==> config.mk <==
export PLATFORM = sky130hd
export DESIGN_NAME = audio_clock_generator_block
export DESIGN_NICKNAME = d
export VERILOG_FILES = /design/src/include/clkgen_pkg.sv /design/src/verilog/audio_clock_generator_block.sv
export SDC_FILE = /design/constraint.sdc
export NUM_CORES = 1
export LEC_CHECK = 0
export BUFFER_PORTS_ARGS = -buffer_cell sky130_fd_sc_hd__buf_2
export CORE_ASPECT_RATIO = 2
export CORE_MARGIN = 3
export CORE_UTILIZATION = 60
export DETAILED_ROUTE_END_ITERATION = 10
export HOLD_SLACK_MARGIN = 0.12
export PLACE_DENSITY_LB_ADDON = 0.3
export REMOVE_ABC_BUFFERS = 1
export SYNTH_ARGS = -nofsm -noshare
export SYNTH_HDL_FRONTEND = slang
export SYNTH_SLANG_ARGS = --single-unit
==> constraint.sdc <==
create_clock -name aclk -period 5.4 [get_ports aclk]
set_input_delay 0.27 -clock aclk [delete_from_list [all_inputs] [get_ports aclk]]
set_output_delay 0.27 -clock aclk [all_outputs]
set_load 0.01 [all_outputs]
==> src/include/clkgen_pkg.sv <==
// Constants, register indices and carrier types for the audio clock block
package clkgen_pkg;
  // Bus geometry: byte address is four times the register index
  localparam int ADDR_W = 18;
  localparam logic [1:0] RESP_OKAY = 2'b00;
  localparam logic [1:0] RESP_SLVERR = 2'b10;
  // Register indices
  localparam logic [15:0] IDX_FB = 16'hf000;
  localparam logic [15:0] IDX_PRE = 16'hf001;
  localparam logic [15:0] IDX_SRC = 16'hf002;
  localparam logic [15:0] IDX_RUN = 16'hf003;
  localparam logic [15:0] IDX_LOCK = 16'hf004;
  localparam logic [15:0] IDX_COUT = 16'hf005;
  localparam logic [15:0] IDX_WDOG = 16'hf006;
  localparam logic [15:0] IDX_G1M = 16'hf020;
  localparam logic [15:0] IDX_G1N = 16'hf021;
  localparam logic [15:0] IDX_G2M = 16'hf022;
  localparam logic [15:0] IDX_G2N = 16'hf023;
  localparam logic [15:0] IDX_G3M = 16'hf024;
  localparam logic [15:0] IDX_G3N = 16'hf025;
  localparam logic [15:0] IDX_G3SRC = 16'hf026;
  localparam logic [15:0] IDX_G3LK = 16'hf027;
  localparam logic [15:0] IDX_IRQ_ST = 16'hf0f0;
  localparam logic [15:0] IDX_IRQ_MASK = 16'hf0f1;
  localparam logic [15:0] IDX_CORE = 16'hf401;
  localparam logic [15:0] IDX_BUDGET = 16'hf402;
  localparam logic [15:0] IDX_PAD = 16'hf7a3;
  // Values after reset
  localparam logic [15:0] RST_FB = 16'h0060;
  localparam logic [15:0] RST_PRE = 16'h0004;
  localparam logic [15:0] RST_G1N = 16'h0001;
  localparam logic [15:0] RST_G1M = 16'h0006;
  localparam logic [15:0] RST_G2N = 16'h0001;
  localparam logic [15:0] RST_G2M = 16'h0009;
  localparam logic [15:0] RST_G3N = 16'h0001;
  localparam logic [15:0] RST_G3M = 16'h0001;
  // Nine-bit ratio fields of the first two generators
  localparam logic [15:0] GEN12_MASK = 16'h01ff;
  // Core rate field width
  localparam int CORE_W = 5;
  // Structure of the audio clock tree
  localparam int GENS = 3;
  localparam int RATES = 5;
  localparam int DOMAINS = 15;
  localparam int BCLKS = 5;
  localparam int TICK_W = 13;
  // Typical loop lock time and its cycle count at 8 ns
  localparam longint LOCK_TIME_NS = 3500000;
  localparam longint CLK_PERIOD_NS = 8;
  localparam int LOCK_CYCLES = int'(LOCK_TIME_NS / CLK_PERIOD_NS);
  // Loop lock states
  typedef enum logic [2:0] {
    PLL_IDLE = 3'b001,
    PLL_ACQ = 3'b010,
    PLL_LOCKED = 3'b100
  } pll_state_t;
  // One clock domain: frame enable plus 32..512 bit enables
  typedef struct packed {
    logic frame;
    logic [BCLKS-1:0] bits;
  } domain_clk_t;
  // One generator ratio
  typedef struct packed {
    logic [15:0] num;
    logic [15:0] den;
  } gen_cfg_t;
endpackage

==> src/verilog/audio_clock_generator_block.sv <==
// Audio clock generators, clock output and loop control behind AXI4-Lite
//
// The implementer's own choice: register access over AXI4-Lite.
`timescale 1ns/1ns

module audio_clock_generator_block
  import clkgen_pkg::*;
#(
  parameter int unsigned LOCK_WAIT = LOCK_CYCLES
) (
  // Clock and reset
  input wire logic aclk,
  input wire logic aresetn,
  // AXI4-Lite write channels
  input wire logic [ADDR_W-1:0] s_axi_awaddr,
  input wire logic s_axi_awvalid,
  output logic s_axi_awready,
  input wire logic [31:0] s_axi_wdata,
  input wire logic [3:0] s_axi_wstrb,
  input wire logic s_axi_wvalid,
  output logic s_axi_wready,
  output logic [1:0] s_axi_bresp,
  output logic s_axi_bvalid,
  input wire logic s_axi_bready,
  // AXI4-Lite read channels
  input wire logic [ADDR_W-1:0] s_axi_araddr,
  input wire logic s_axi_arvalid,
  output logic s_axi_arready,
  output logic [31:0] s_axi_rdata,
  output logic [1:0] s_axi_rresp,
  output logic s_axi_rvalid,
  input wire logic s_axi_rready,
  // Audio clock enables
  output domain_clk_t [DOMAINS-1:0] domain_clk,
  output logic core_sample_pulse,
  // Master clock pin and its pad setup
  output logic master_clock_output_pin,
  output logic [15:0] pad_config,
  // Loop setup seen by the analog side
  output logic [15:0] loop_source,
  output logic [15:0] loop_watchdog,
  // Generator three references
  input wire logic [3:0] gen3_ref_active,
  // Interrupt
  output logic irq
);
  // Bus capture state
  logic aw_held, w_held;
  logic [15:0] aw_idx;
  logic [31:0] w_data;
  logic [3:0] w_strb;
  // Software registers
  logic [15:0] fb_div, pre_div, run_ctl, cout_sel, core_rate;
  logic [15:0] g1n, g1m, g2n, g2m, g3n, g3m, g3src;
  logic [1:0] irq_st, irq_mask;
  // Loop model
  pll_state_t pll_state;
  logic [31:0] lock_cnt;
  logic pll_locked;
  logic [15:0] act_fb;
  // Generator three lock and budget meter
  logic g3_lock;
  logic [31:0] cycle_cnt, instr_budget;
  // Clock output accumulator
  logic [15:0] cout_acc;
  // Generator ticks and configs
  logic [GENS-1:0] gen_tick;
  gen_cfg_t [GENS-1:0] gen_cfg;
  wire domain_clk_t [DOMAINS-1:0] next_domain_clk; // Before the flops
  // Write path accepts address and data in either order
  assign s_axi_awready = !aw_held;
  assign s_axi_wready = !w_held;
  wire do_write = aw_held && w_held && !s_axi_bvalid;
  wire [15:0] wmask = {{8{w_strb[1]}}, {8{w_strb[0]}}};
  wire [15:0] wval = w_data[15:0] & wmask;
  wire wr_fb = do_write && (aw_idx == IDX_FB);
  wire wr_pre = do_write && (aw_idx == IDX_PRE);
  wire wr_src = do_write && (aw_idx == IDX_SRC);
  wire wr_run = do_write && (aw_idx == IDX_RUN);
  wire wr_cout = do_write && (aw_idx == IDX_COUT);
  wire wr_wdog = do_write && (aw_idx == IDX_WDOG);
  wire wr_g1m = do_write && (aw_idx == IDX_G1M);
  wire wr_g1n = do_write && (aw_idx == IDX_G1N);
  wire wr_g2m = do_write && (aw_idx == IDX_G2M);
  wire wr_g2n = do_write && (aw_idx == IDX_G2N);
  wire wr_g3m = do_write && (aw_idx == IDX_G3M);
  wire wr_g3n = do_write && (aw_idx == IDX_G3N);
  wire wr_g3src = do_write && (aw_idx == IDX_G3SRC);
  wire wr_core = do_write && (aw_idx == IDX_CORE);
  wire wr_pad = do_write && (aw_idx == IDX_PAD);
  wire wr_ist = do_write && (aw_idx == IDX_IRQ_ST);
  wire wr_imask = do_write && (aw_idx == IDX_IRQ_MASK);
  // Read-only registers still answer okay; others get an error
  wire wr_mapped = wr_fb | wr_pre | wr_src | wr_run | wr_cout | wr_wdog
    | wr_g1m | wr_g1n | wr_g2m | wr_g2n | wr_g3m | wr_g3n | wr_g3src
    | wr_core | wr_pad | wr_ist | wr_imask
    | (aw_idx == IDX_LOCK) | (aw_idx == IDX_G3LK) | (aw_idx == IDX_BUDGET);
  // Merge of enabled byte lanes into the old value
  function automatic logic [15:0] merge(input logic [15:0] old);
    merge = (old & ~wmask) | wval;
  endfunction
  // Restart only on a zero-to-one step of the run bit
  wire [15:0] run_new = merge(run_ctl);
  wire restart = wr_run && run_new[0] && !run_ctl[0];
  // Channel handshakes of the write side
  always_ff @(posedge aclk) begin
    if (!aresetn) begin
      aw_held <= 1'b0;
      w_held <= 1'b0;
      aw_idx <= 16'h0000;
      w_data <= 32'h0000_0000;
      w_strb <= 4'h0;
      s_axi_bvalid <= 1'b0;
      s_axi_bresp <= RESP_OKAY;
    end else begin
      // Address capture
      if (s_axi_awvalid && s_axi_awready) begin
        aw_held <= 1'b1;
        aw_idx <= s_axi_awaddr[ADDR_W-1:2];
      end
      // Data capture
      if (s_axi_wvalid && s_axi_wready) begin
        w_held <= 1'b1;
        w_data <= s_axi_wdata;
        w_strb <= s_axi_wstrb;
      end
      // Response once both halves are in
      if (do_write) begin
        aw_held <= 1'b0;
        w_held <= 1'b0;
        s_axi_bvalid <= 1'b1;
        s_axi_bresp <= wr_mapped ? RESP_OKAY : RESP_SLVERR;
      end else if (s_axi_bready) begin
        s_axi_bvalid <= 1'b0;
      end
    end
  end
  // Register file; loop registers sit at consecutive indices
  always_ff @(posedge aclk) begin
    if (!aresetn) begin
      fb_div <= RST_FB;
      pre_div <= RST_PRE;
      loop_source <= 16'h0000;
      run_ctl <= 16'h0000;
      cout_sel <= 16'h0000;
      loop_watchdog <= 16'h0000;
      g1n <= RST_G1N;
      g1m <= RST_G1M;
      g2n <= RST_G2N;
      g2m <= RST_G2M;
      g3n <= RST_G3N;
      g3m <= RST_G3M;
      g3src <= 16'h0000;
      core_rate <= 16'h0000;
      pad_config <= 16'h0000;
      irq_mask <= 2'b00;
    end else begin
      if (wr_fb) fb_div <= merge(fb_div);
      if (wr_pre) pre_div <= merge(pre_div);
      if (wr_src) loop_source <= merge(loop_source);
      if (wr_run) run_ctl <= run_new;
      if (wr_cout) cout_sel <= merge(cout_sel);
      if (wr_wdog) loop_watchdog <= merge(loop_watchdog);
      // Only nine bits are kept for generators one and two
      if (wr_g1n) g1n <= merge(g1n) & GEN12_MASK;
      if (wr_g1m) g1m <= merge(g1m) & GEN12_MASK;
      if (wr_g2n) g2n <= merge(g2n) & GEN12_MASK;
      if (wr_g2m) g2m <= merge(g2m) & GEN12_MASK;
      if (wr_g3n) g3n <= merge(g3n);
      if (wr_g3m) g3m <= merge(g3m);
      if (wr_g3src) g3src <= merge(g3src);
      if (wr_core) core_rate <= merge(core_rate);
      if (wr_pad) pad_config <= merge(pad_config);
      if (wr_imask) irq_mask <= wval[1:0];
    end
  end
  // Read selection
  logic [31:0] rd_val;
  logic rd_ok;
  wire [15:0] ar_idx = s_axi_araddr[ADDR_W-1:2];
  always_comb begin
    rd_ok = 1'b1;
    rd_val = 32'h0000_0000;
    unique case (ar_idx)
      IDX_FB: rd_val[15:0] = fb_div;
      IDX_PRE: rd_val[15:0] = pre_div;
      IDX_SRC: rd_val[15:0] = loop_source;
      IDX_RUN: rd_val[15:0] = run_ctl;
      IDX_LOCK: rd_val[0] = pll_locked;
      IDX_COUT: rd_val[15:0] = cout_sel;
      IDX_WDOG: rd_val[15:0] = loop_watchdog;
      IDX_G1M: rd_val[15:0] = g1m;
      IDX_G1N: rd_val[15:0] = g1n;
      IDX_G2M: rd_val[15:0] = g2m;
      IDX_G2N: rd_val[15:0] = g2n;
      IDX_G3M: rd_val[15:0] = g3m;
      IDX_G3N: rd_val[15:0] = g3n;
      IDX_G3SRC: rd_val[15:0] = g3src;
      IDX_G3LK: rd_val[0] = g3_lock;
      IDX_IRQ_ST: rd_val[1:0] = irq_st;
      IDX_IRQ_MASK: rd_val[1:0] = irq_mask;
      IDX_CORE: rd_val[15:0] = core_rate;
      IDX_BUDGET: rd_val = instr_budget;
      IDX_PAD: rd_val[15:0] = pad_config;
      default: rd_ok = 1'b0;
    endcase
  end
  // Read channel: one answer held until taken
  assign s_axi_arready = !s_axi_rvalid;
  always_ff @(posedge aclk) begin
    if (!aresetn) begin
      s_axi_rvalid <= 1'b0;
      s_axi_rdata <= 32'h0000_0000;
      s_axi_rresp <= RESP_OKAY;
    end else if (s_axi_arvalid && s_axi_arready) begin
      s_axi_rvalid <= 1'b1;
      s_axi_rdata <= rd_val;
      s_axi_rresp <= rd_ok ? RESP_OKAY : RESP_SLVERR;
    end else if (s_axi_rready) begin
      s_axi_rvalid <= 1'b0;
    end
  end
  // Loop lock sequencer; the feedback ratio takes effect at each restart
  always_ff @(posedge aclk) begin
    if (!aresetn) begin
      pll_state <= PLL_IDLE;
      lock_cnt <= 32'h0000_0000;
      act_fb <= RST_FB;
    end else if (restart) begin
      pll_state <= PLL_ACQ;
      lock_cnt <= 32'(LOCK_WAIT - 1);
      act_fb <= fb_div;
    end else begin
      unique case (pll_state)
        PLL_IDLE: ;
        // Wait out the lock time
        PLL_ACQ: begin
          if (!run_ctl[0]) pll_state <= PLL_IDLE;
          else if (lock_cnt == 32'h0000_0000) pll_state <= PLL_LOCKED;
          else lock_cnt <= lock_cnt - 32'h0000_0001;
        end
        PLL_LOCKED: if (!run_ctl[0]) pll_state <= PLL_IDLE;
        default: pll_state <= PLL_IDLE;
      endcase
    end
  end
  assign pll_locked = (pll_state == PLL_LOCKED);
  // Generator ratios; fields beyond the kept width already read zero
  assign gen_cfg[0] = {g1n, g1m};
  assign gen_cfg[1] = {g2n, g2m};
  assign gen_cfg[2] = {g3n, g3m};
  // Each generator ticks at 2048 times its base frame rate
  for (genvar g = 0; g < GENS; g++) begin : gen_g
    logic [16:0] acc;
    logic [TICK_W-1:0] cnt;
    wire [17:0] den18 = {2'b00, gen_cfg[g].den};
    wire [17:0] sum = {1'b0, acc} + {1'b0, gen_cfg[g].num, 1'b0};
    wire [17:0] rem = sum - den18;
    wire wrap = (gen_cfg[g].den != 16'h0000) && (sum >= den18);
    // An over-range ratio saturates at one tick a cycle
    wire [16:0] next_acc = !wrap ? sum[16:0] :
      ((rem >= den18) ? 17'h00000 : rem[16:0]);
    assign gen_tick[g] = wrap && pll_locked;
    // Fractional accumulator and shared tick counter
    always_ff @(posedge aclk) begin
      if (!aresetn || !pll_locked) begin
        acc <= 17'h00000;
        cnt <= '0;
      end else begin
        acc <= next_acc;
        if (wrap) cnt <= cnt + 1'b1;
      end
    end
    // Five rates x4..x1/4 share one counter, so edges line up
    for (genvar d = 0; d < RATES; d++) begin : gen_d
      localparam logic [TICK_W-1:0] FMASK = TICK_W'((1 << (9 + d)) - 1);
      assign next_domain_clk[g*RATES+d].frame =
        gen_tick[g] && ((cnt & FMASK) == '0);
      // Bit enables at 32,64,128,256,512 per frame
      for (genvar b = 0; b < BCLKS; b++) begin : gen_b
        localparam logic [TICK_W-1:0] BMASK =
          TICK_W'((1 << (4 + d - b)) - 1);
        assign next_domain_clk[g*RATES+d].bits[b] =
          gen_tick[g] && ((cnt & BMASK) == '0);
      end
    end
  end
  // One register stage for all domain enables keeps a single driver
  always_ff @(posedge aclk) begin
    if (!aresetn) domain_clk <= '0;
    else domain_clk <= next_domain_clk;
  end
  // Core sample pulse follows the domain chosen by the field
  wire [CORE_W-1:0] core_sel = core_rate[CORE_W-1:0];
  assign core_sample_pulse = (core_sel < CORE_W'(DOMAINS)) &&
    domain_clk[core_sel].frame;
  // Budget: system clocks between core samples; software must
  // loop when it passes program memory size
  always_ff @(posedge aclk) begin
    if (!aresetn) begin
      cycle_cnt <= 32'h0000_0000;
      instr_budget <= 32'h0000_0000;
    end else if (core_sample_pulse) begin
      instr_budget <= cycle_cnt + 32'h0000_0001;
      cycle_cnt <= 32'h0000_0000;
    end else begin
      cycle_cnt <= cycle_cnt + 32'h0000_0001;
    end
  end
  // Clock output: toggle at 2x mult over the latched feedback ratio
  wire [4:0] cout_step = 5'(2 << cout_sel[1:0]);
  wire [16:0] cout_sum = {1'b0, cout_acc} + {12'h000, cout_step};
  wire cout_tick = pll_locked && (act_fb != 16'h0000) &&
    (cout_sum >= {1'b0, act_fb});
  always_ff @(posedge aclk) begin
    if (!aresetn || !pll_locked) begin
      cout_acc <= 16'h0000;
      master_clock_output_pin <= 1'b0;
    end else if (cout_tick) begin
      cout_acc <= 16'(cout_sum - {1'b0, act_fb});
      master_clock_output_pin <= !master_clock_output_pin;
    end else if (act_fb != 16'h0000) begin
      cout_acc <= cout_sum[15:0];
    end
  end
  // Reference lock of generator three, qualified with no user step
  always_ff @(posedge aclk) begin
    if (!aresetn) g3_lock <= 1'b0;
    else g3_lock <= pll_locked && gen3_ref_active[g3src[1:0]];
  end
  // Sticky events: loop lock gained, generator three lock gained
  wire [1:0] events = {
    pll_locked && gen3_ref_active[g3src[1:0]] && !g3_lock,
    (pll_state == PLL_ACQ) && (lock_cnt == 32'h0000_0000) &&
      run_ctl[0] && !restart};
  wire [1:0] irq_clr = wr_ist ? wval[1:0] : 2'b00;
  always_ff @(posedge aclk) begin
    if (!aresetn) irq_st <= 2'b00;
    else irq_st <= (irq_st & ~irq_clr) | events; // Set wins
  end
  assign irq = |(irq_st & irq_mask);
endmodule

**After elaboration in Yosys (flattened, before gate mapping)**

Cells that the tools add are included.

- Bits in registers: 603
- Input bits: 83
- Output and inout port bits: 182
- Logic and storage cells: 383

- Add/sub/neg operators: 13
- Magnitude comparators: 10
- Equality and inequality tests: 49
- Shifts and indexed selects: 1
- Mux-type cells: 33
- Bitwise operators: 58
- Reduce and logical (&&, ||, !) cells: 146

Operators with widths:

| cell | number |
|---|---|
| 16-bit == test (second input constant) | 40 |
| 13-bit logical NOT | 39 |
| 14-bit one-hot mux with 16 select lines | 1 |
| 16-bit bitwise AND | 12 |
| 16-bit bitwise OR | 11 |
| 17-bit two-way mux | 6 |
| 1-bit logical AND | 77 |
| 19-bit two-way mux | 4 |
| 18-bit by 9-bit >= comparator with 1-bit output | 4 |
| 16-bit nonzero test | 4 |
| 16-bit two-way mux | 3 |
| 13-bit by 1-bit adder with 13-bit output (second input constant) | 3 |
| 17-bit by 10-bit adder with 18-bit output | 2 |
| 9-bit bitwise AND | 4 |
| 18-bit by 16-bit >= comparator with 1-bit output | 2 |
| 9-bit bitwise OR | 4 |
| 18-bit by 9-bit subtractor with 18-bit output | 2 |
| 32-bit by 1-bit adder with 32-bit output (second input constant) | 1 |
| 32-bit logical NOT | 1 |
| 32-bit by 1-bit subtractor with 32-bit output (second input constant) | 1 |
| 6-bit binary-select mux with 4-bit select | 1 |
| 1-bit one-hot mux with 20 select lines | 1 |
| 20-bit OR reduction | 1 |
| 1-bit bitwise OR | 19 |
| 33 further kinds | 67 |

**Logic depth before layout (Yosys ltp)**

Gate-level depths: netlist (run 1).

- Word-level depth: 23
- Mapped depth: 26
- Gate-level depth less buffers: 25

**Worst setup path after synthesis (run 1)**

OpenSTA, ideal clock, no wires.

- Path kind: register -> register
- From: register (tool-made name)
- To: register gen_g[2].acc[12]
- Library setup time: 0.060 ns
- Arrival: 4.619 ns
- Required time: 5.340 ns
- Setup slack: 0.721 ns
- Stages on the path, launching flop included: 27
- Path buffers: 1
- Period minus slack after synthesis: 4.679 ns
- Cells stage by stage: dfxtp_1 ha_1 inv_1 fa_1 nor2b_1 o21a_1 nor2_1 xnor2_1 ha_1 o21a_1 o21ai_0 a211oi_1 nor2_1 a21oi_1 a21oi_1 o21bai_1 xor2_1 ha_1 nand2_1 nor2_1 a211oi_1 o21ai_0 a21o_1 a211oi_1 nor4b_4 buf_2 a32o_1

RTL lines:

| item | line | RTL |
|---|---|---|
| end signal: assignment | audio_clock_generator_block.sv:270 | `acc <= next_acc;` |
| end: declaration | audio_clock_generator_block.sv:254 | `logic [16:0] acc;` |

==> results of run 1 <==
## how the worst min path moves through the flow
| stage | start | endpoint | slack [ns] | cells after the start |
|---|---|---|---|---|
| final | aresetn | flop | 0.24 | 3 |
| after global routing | gen3_ref_active[0] | g3_lock | 0.24 | 3 |
| after CTS | gen3_ref_active[0] | g3_lock | 0.21 | 3 |
| after detailed placement | s_axi_rdata[11] | s_axi_rdata[11] | 0.44 | 2 |
| after global placement | gen_g[2].cnt[12] | domain_clk[89] | 0.43 | 1 |
| after floorplan | aresetn | flop | 0.33 | 1 |
## worst reg2reg max path, stage by stage, from the launching register on
cell and delay [ns]:
dfxtp_2 0.37, ha_1 0.21, inv_1 0.07, fa_1 0.41, nor2b_2 0.15, o2111ai_1 0.17
nand3_2 0.16, and3_1 0.19, nor2_1 0.07, ha_1 0.33, or2_2 0.33, a21oi_1 0.20
a21oi_2 0.08, a21oi_1 0.22, o21bai_1 0.10, xor2_1 0.16, ha_1 0.32, nand2_1 0.07
nor2_1 0.04, a211oi_1 0.23, o21ai_0 0.13, a21o_1 0.20, a211oi_2 0.22, nor4b_4 0.24
buf_4 0.18, buf_6 0.13, a32o_1 0.17
## cell families (layout without fill, tap and decap cells)
| family | count (synthesis) | count (layout) | share of synthesized area (%) |
|---|---|---|---|
| and+or+nand+nor | 1283 | 1283 | 21.5 |
| AOI/OAI and AO/OA | 714 | 714 | 17.4 |
| DFF | 553 | 553 | 39.0 |
| buffers and inverters | 338 | 527 | 5.23 |
| xor gates and xnor gates | 163 | 163 | 5.08 |
| muxes | 151 | 151 | 5.50 |
| adders and majority gates | 138 | 138 | 6.29 |
| other | 1 | 2 | 0.0132 |
## metrics by stage
step           hold WS (ns)  area [um^2]  util (%)  setup WS [ns]  total power [mW]
2_1_floorplan         0.332        27300         -          -3.75              4.32
3_3_place_gp          0.434        29700      63.7          0.168              4.44
3_5_place_dp          0.440        29700      63.7          0.167              4.44
4_1_cts               0.209        31800      68.1         0.0947              8.06
5_1_grt               0.239        31800      68.2        -0.0450              8.23
6_report              0.239        31800      68.2          0.209              8.06
## metal layers
layer	vias up	global-route usage, %	part of all wire (%)
met4	0	21.1	7.2
met2	1353	60.8	50
met1	12405	35.0	35
met5	-	0	0
met3	388	5.75	8.1
li1	12181	-	-
## power by group through the flow
stage / clock [mW] / combinational [mW] / sequential [mW]
2_1_floorplan: 0 / 0.101 / 4.22
3_3_place_gp: 0 / 0.186 / 4.25
3_5_place_dp: 0 / 0.191 / 4.25
4_1_cts: 3.69 / 0.215 / 4.16
5_1_grt: 3.83 / 0.237 / 4.16
6_report: 3.67 / 0.223 / 4.16
## synthesized netlist by cell type, types with 12 or more instances
| library cell | count |
|---|---|
| a221oi_1 | 16 |
| a31oi_1 | 16 |
| a22oi_1 | 42 |
| clkbuf_1 | 155 |
| and2_1 | 20 |
| nor3_1 | 66 |
| a21o_1 | 31 |
| o211ai_1 | 14 |
| nor4_1 | 35 |
| nor2_1 | 381 |
| nand3_1 | 181 |
| a222oi_1 | 30 |
| and4_1 | 12 |
| a22o_1 | 19 |
| o21ai_0 | 62 |
| xor2_1 | 60 |
| nand2b_1 | 26 |
| and3_1 | 43 |
| or3_1 | 30 |
| inv_1 | 111 |
| dfxtp_1 | 553 |
| a21oi_1 | 263 |
| a211oi_1 | 60 |
| xnor2_1 | 101 |
| nand2_1 | 353 |
| nand4_1 | 34 |
| o21a_1 | 26 |
| ha_1 | 130 |
| nor2b_1 | 32 |
| buf_4 | 51 |
| mux2i_1 | 146 |
| a32o_1 | 17 |
## area by class of cell
class	instances	area, um^2
Multi-Input combinational cell	2451	15900
Fill cell	3808	14800
Sequential cell	553	11100
Timing Repair Buffer	326	1950
Clock buffer	67	1400
Tap cell	627	785
Inverter	113	432
Clock inverter	21	250
## what timing repair did
| item | in CTS | in global routing |
|---|---|---|
| gates resized for setup | 0 | 16 |
| buffers inserted | 0 | 2 |
| setup endpoints to repair | 0 | 16 |
| hold buffers | 39 | 0 |
| endpoints found under the hold margin | 38 | 0 |
==> flow_summary.yaml, run 1 <==
job:
  max_cap_violations: 0
cts:
  cts_sinks: 553
  cts_made_buffers: 48
  cts_max_path_buffers: 3
  cts_tree: "built"
  worstSkewPairLatency_ns: 0.60
  cts-root-buf: "clkbuf_16"
  clk_pin_slew_ns: 0.07
  h-tree-depth: 2
finish:
  num_antenna_cells: 0
  final-instance-count-excl-fill: 4158
  drive_above_1_share_pct: 13.1
  final_cell_mix: "dfxtp_1 (552), nor2_1 (379), nand2_1 (352)"
  fin_nets: 3714
  final_common_cell: "dfxtp_1"
  area_delta_synth_final_pct: 12.2
grt:
  gr-total-overflow: 0
  grt_pass1_wl_um: 136000
  antenna_found_initial: 0
  grt_pass1_vias: 26186
  grt_max_degree: 163
  grt_usage_pct: 33.2
logic_synthesis:
  synth_flop_cell: "dfxtp_1"
  seq_area_frac_synth_pct: 39.0
  syn_inst: 3341
  syn_area_um2: 28400
  synth.distinct_cells: 108
  yosysWarnings: 0
  synth.top_cell.area_share_pct: 39.0
  synth-async-reset-ratio_pct: 0
  avgSynthCellArea_um2: 8.50
  ys_ff_latch: 553
  yosys-top-cells-area: "dfxtp_1 (39%), ha_1 (5.7%), mux2i_1 (5.1%)"
  yosys.area.top_type: "dfxtp_1"
  synth_enable_flop_cells: 0
die:
  num_rows: 112
  initial_core_util_pct: 60.8
  die_area_um2: 50100
  die_height_um: 314
  fp.dieW_um: 160
  io_pins: 265
  coreArea_um2: 46700
power_and_ir_drop:
  ir_drop_mv: 0.269
  pwr-share-comb_pct: 2.8
  p_switching_mw: 1.82
  p_int_mw: 6.24
  pwr-share-seq_pct: 51.7
  leakagePower_nw: 13.5
  swShare_pct: 22.6
  power_density_nw_per_um2: 253
  p_clk_share_pct: 45.6
place:
  hpwlAfterDp_um: 63500
  port-buffer-count: 240
  gp_congestion: 0.968
  place_inst: 4028
min_path:
  hp-class: "primary input to flop"
setup_path:
  r2r_cells: 26
  worstPathArrival_ns: 5.73
  path_max_fanout: 5
  cp_top_family: "compound AO/OA/AOI/OAI gates"
  ff2ff_setup_slack_ns: 0.21
  cpMostUsedCell: "ha_1"
  slowest_delay_ns: 0.41
  path_buf_inv: 3
  rr_endpoint: "gen_g[2].acc[6]"
  crit_type: "flop to flop"
  critPathRequiredTime_ns: 5.94
  worstSetupEndpoint: "gen_g[2].acc[6]"
  cp_num_cells: 26
  cp_slowest_cell: "fa_1"
  cp-end-kind: "flop"
  worstSetupStartpointType: "flop"
route:
  wire_per_inst_um: 21.0
  dr.pass1.iters: 8
  dr.first_iter.drc_count: 1968
  routed_wl_um: 87300
  viasPerCell: 6.33
  ant_nets: 0
  vias: 26327
  drc: 0
sta:
  finalClockSkew_ns: 0.0198
  hold_violations: 0
  setup_tns_ns: 0
  slew_headroom_pct: 19.3
  setup_viol: 0
  worst_pin_slew_ns: 1.21
  timing.fmax_ghz: 0.193
  period_needed_ns: 5.19
  maxSlewViolCount: 0
  min_period_over_period_pct: 96.1
outcome:
  status: "completed"
No activity file was read; power rests on OpenSTA's default activity.
==> inputs of run 2 (changes only) <==
--- a/config.mk
+++ b/config.mk
@@ -6,6 +6,7 @@
 export NUM_CORES = 1
 export LEC_CHECK = 0
 export BUFFER_PORTS_ARGS = -buffer_cell sky130_fd_sc_hd__buf_2
+export CAP_MARGIN = 30
 export CORE_ASPECT_RATIO = 2
 export CORE_MARGIN = 3
 export CORE_UTILIZATION = 60
==> constraint.sdc (replaced) <==
create_clock -name aclk -period 4.9 [get_ports aclk]
set_input_delay 0.245 -clock aclk [delete_from_list [all_inputs] [get_ports aclk]]
set_output_delay 0.245 -clock aclk [all_outputs]
set_load 0.01 [all_outputs]
==> flow_summary.yaml, run 2 (synthesis results as in run 1) <==
power_and_ir_drop:
  power_density_nw_per_um2: 269
  leakagePower_nw: 13.7
  p_switching_mw: 2.01
  ir_drop_mv: 0.314
  pwr-share-seq_pct: 52.9
  p_clk_share_pct: 44.2
  swShare_pct: 23.2
  pwr-share-comb_pct: 2.9
  p_int_mw: 6.65
sta:
  maxSlewViolCount: 0
  hold_ws_ns: 0.239
  period_needed_ns: 4.76
  setup_tns_ns: 0
  worst_pin_slew_ns: 1.09
  timing.fmax_ghz: 0.210
  rsz0062_at_grt: "yes"
  hold_violations: 0
  min_period_over_period_pct: 97.1
  finalClockSkew_ns: 0.0316
  slew_headroom_pct: 26.5
  setup_viol: 0
  fin_ws_ns: 0.142
grt:
  grt_usage_pct: 33.4
  gr-total-overflow: 0
  grt_pass1_vias: 25829
  antenna_found_initial: 0
  grt_max_degree: 191
  grt_pass1_wl_um: 136000
route:
  ant_nets: 0
  wire_per_inst_um: 20.8
  vias: 26324
  viasPerCell: 6.26
  dr.pass1.iters: 9
  dr.first_iter.drc_count: 2418
  routed_wl_um: 87500
  drc: 0
setup_path:
  crit_type: "flop to flop"
  worstSetupStartpointType: "flop"
  cpMostUsedCell: "buf_4"
  critPathRequiredTime_ns: 5.38
  cp_num_cells: 25
  ff2ff_setup_slack_ns: 0.14
  cp_slowest_cell: "fa_2"
  cp_top_family: "adder cells"
  rr_endpoint: "gen_g[2].acc[2]"
  worstPathArrival_ns: 5.24
  worstSetupEndpoint: "gen_g[2].acc[2]"
  slowest_delay_ns: 0.39
  cp-end-kind: "flop"
  path_max_fanout: 8
  path_buf_inv: 5
  r2r_cells: 25
finish:
  area_delta_synth_final_pct: 13.5
  fin_util_pct: 69.1
  final_cell_mix: "dfxtp_1 (551), nor2_1 (378), nand2_1 (352)"
  fillCellCount: 3757
  final_common_cell: "dfxtp_1"
  drive_above_1_share_pct: 14.8
  num_antenna_cells: 0
  fin_area_um2: 32200
  fin_nets: 3766
cts:
  cts-root-buf: "clkbuf_16"
  h-tree-depth: 2
  cts_max_path_buffers: 3
  cts_sinks: 553
  cts_made_buffers: 48
  cts_tree: "built"
  worstSkewPairLatency_ns: 0.60
  clk_pin_slew_ns: 0.07
die:
  fp.dieW_um: 160
  initial_core_util_pct: 60.8
  num_rows: 112
  io_pins: 265
  coreArea_um2: 46700
  die_area_um2: 50100
  die_height_um: 314
place:
  gp_congestion: 0.934
  hpwlAfterDp_um: 63900
  port-buffer-count: 240
  pre_cts_slack_ns: -0.237
  placed_cell_area_um2: 30100
job:
  max_cap_violations: 0
outcome:
  status: "completed"
min_path:
  hp-class: "primary input to flop"
==> run 2: changes by cell type in the layout (fill, tap and decap cells not counted), sizes merged <==
cell / change
buf: +49
bufinv: -3
clkbuf: -5
clkinv: -1
clkinvlp: +6
dlygate4sd3: +3
inv: +1
==> run 2: power groups by stage <==
stage	sequential, mW	combinational (mW)	clock, mW
after global routing	4.58	0.265	4.02
after detailed placement	4.68	0.213	0
after floorplan	4.65	0.111	0
final	4.59	0.251	3.82
after CTS	4.58	0.239	3.86
after global placement	4.68	0.209	0
==> run 2: timing repair <==
item / 4_1_cts / 5_1_grt
buffers inserted: 2 / 3
hold endpoints to repair: 39 / 0
gates resized for setup: 13 / 23
pin swaps: 6 / 34
endpoints found under the setup margin: 16 / 27
hold buffers: 42 / 0
cloned: 0 / 0
==> run 2: layout make-up <==
class                   instances  area [um^2]  area share [%]
multi-input cells            2451        16000            49.7
clock inverters                24          221           0.687
flip-flops and latches        553        11100            34.4
clock buffers                  62         1330            4.14
inverters                     113          432            1.34
repair buffers                378         2370            7.35
well taps                     627          785            2.43
==> run 2: how the worst min path moves through the flow <==
| stage | from | endpoint | slack [ns] | cells past startpoint |
|---|---|---|---|---|
| finish | gen3_ref_active[0] | g3_lock | 0.24 | 3 |
| CTS | gen3_ref_active[0] | g3_lock | 0.19 | 3 |
| detailed placement | aw_idx[12] | aw_idx[12] | 0.44 | 2 |
| global placement | s_axi_rready | s_axi_rvalid | 0.43 | 2 |
| floorplan | aresetn | flop | 0.31 | 1 |
| global route | gen3_ref_active[0] | g3_lock | 0.22 | 3 |
==> run 2: tightest hold or removal path, cell delays in order <==
cell,delay (ns)
buf_2,0.11
mux4_2,0.24
and2_1,0.18
==> run 2: per-layer routing <==
layer | track usage, % | up-vias | wire length [um]
li1 | - | 12292 | -
met1 | 36.3 | 12418 | 30400
met2 | 61.7 | 1268 | 44500
met3 | 4.71 | 346 | 6950
met4 | 18.9 | 0 | 5670
met5 | 0 | - | 0
==> run 2: stage by stage <==
| step | std cells | power, mW |
|---|---|---|
| CTS | 4204 | 8.69 |
| global route | 4208 | 8.87 |
| detailed placement | 4074 | 4.90 |
| floorplan | 3117 | 4.77 |
| global placement | 4073 | 4.89 |
| finish | 4208 | 8.66 |
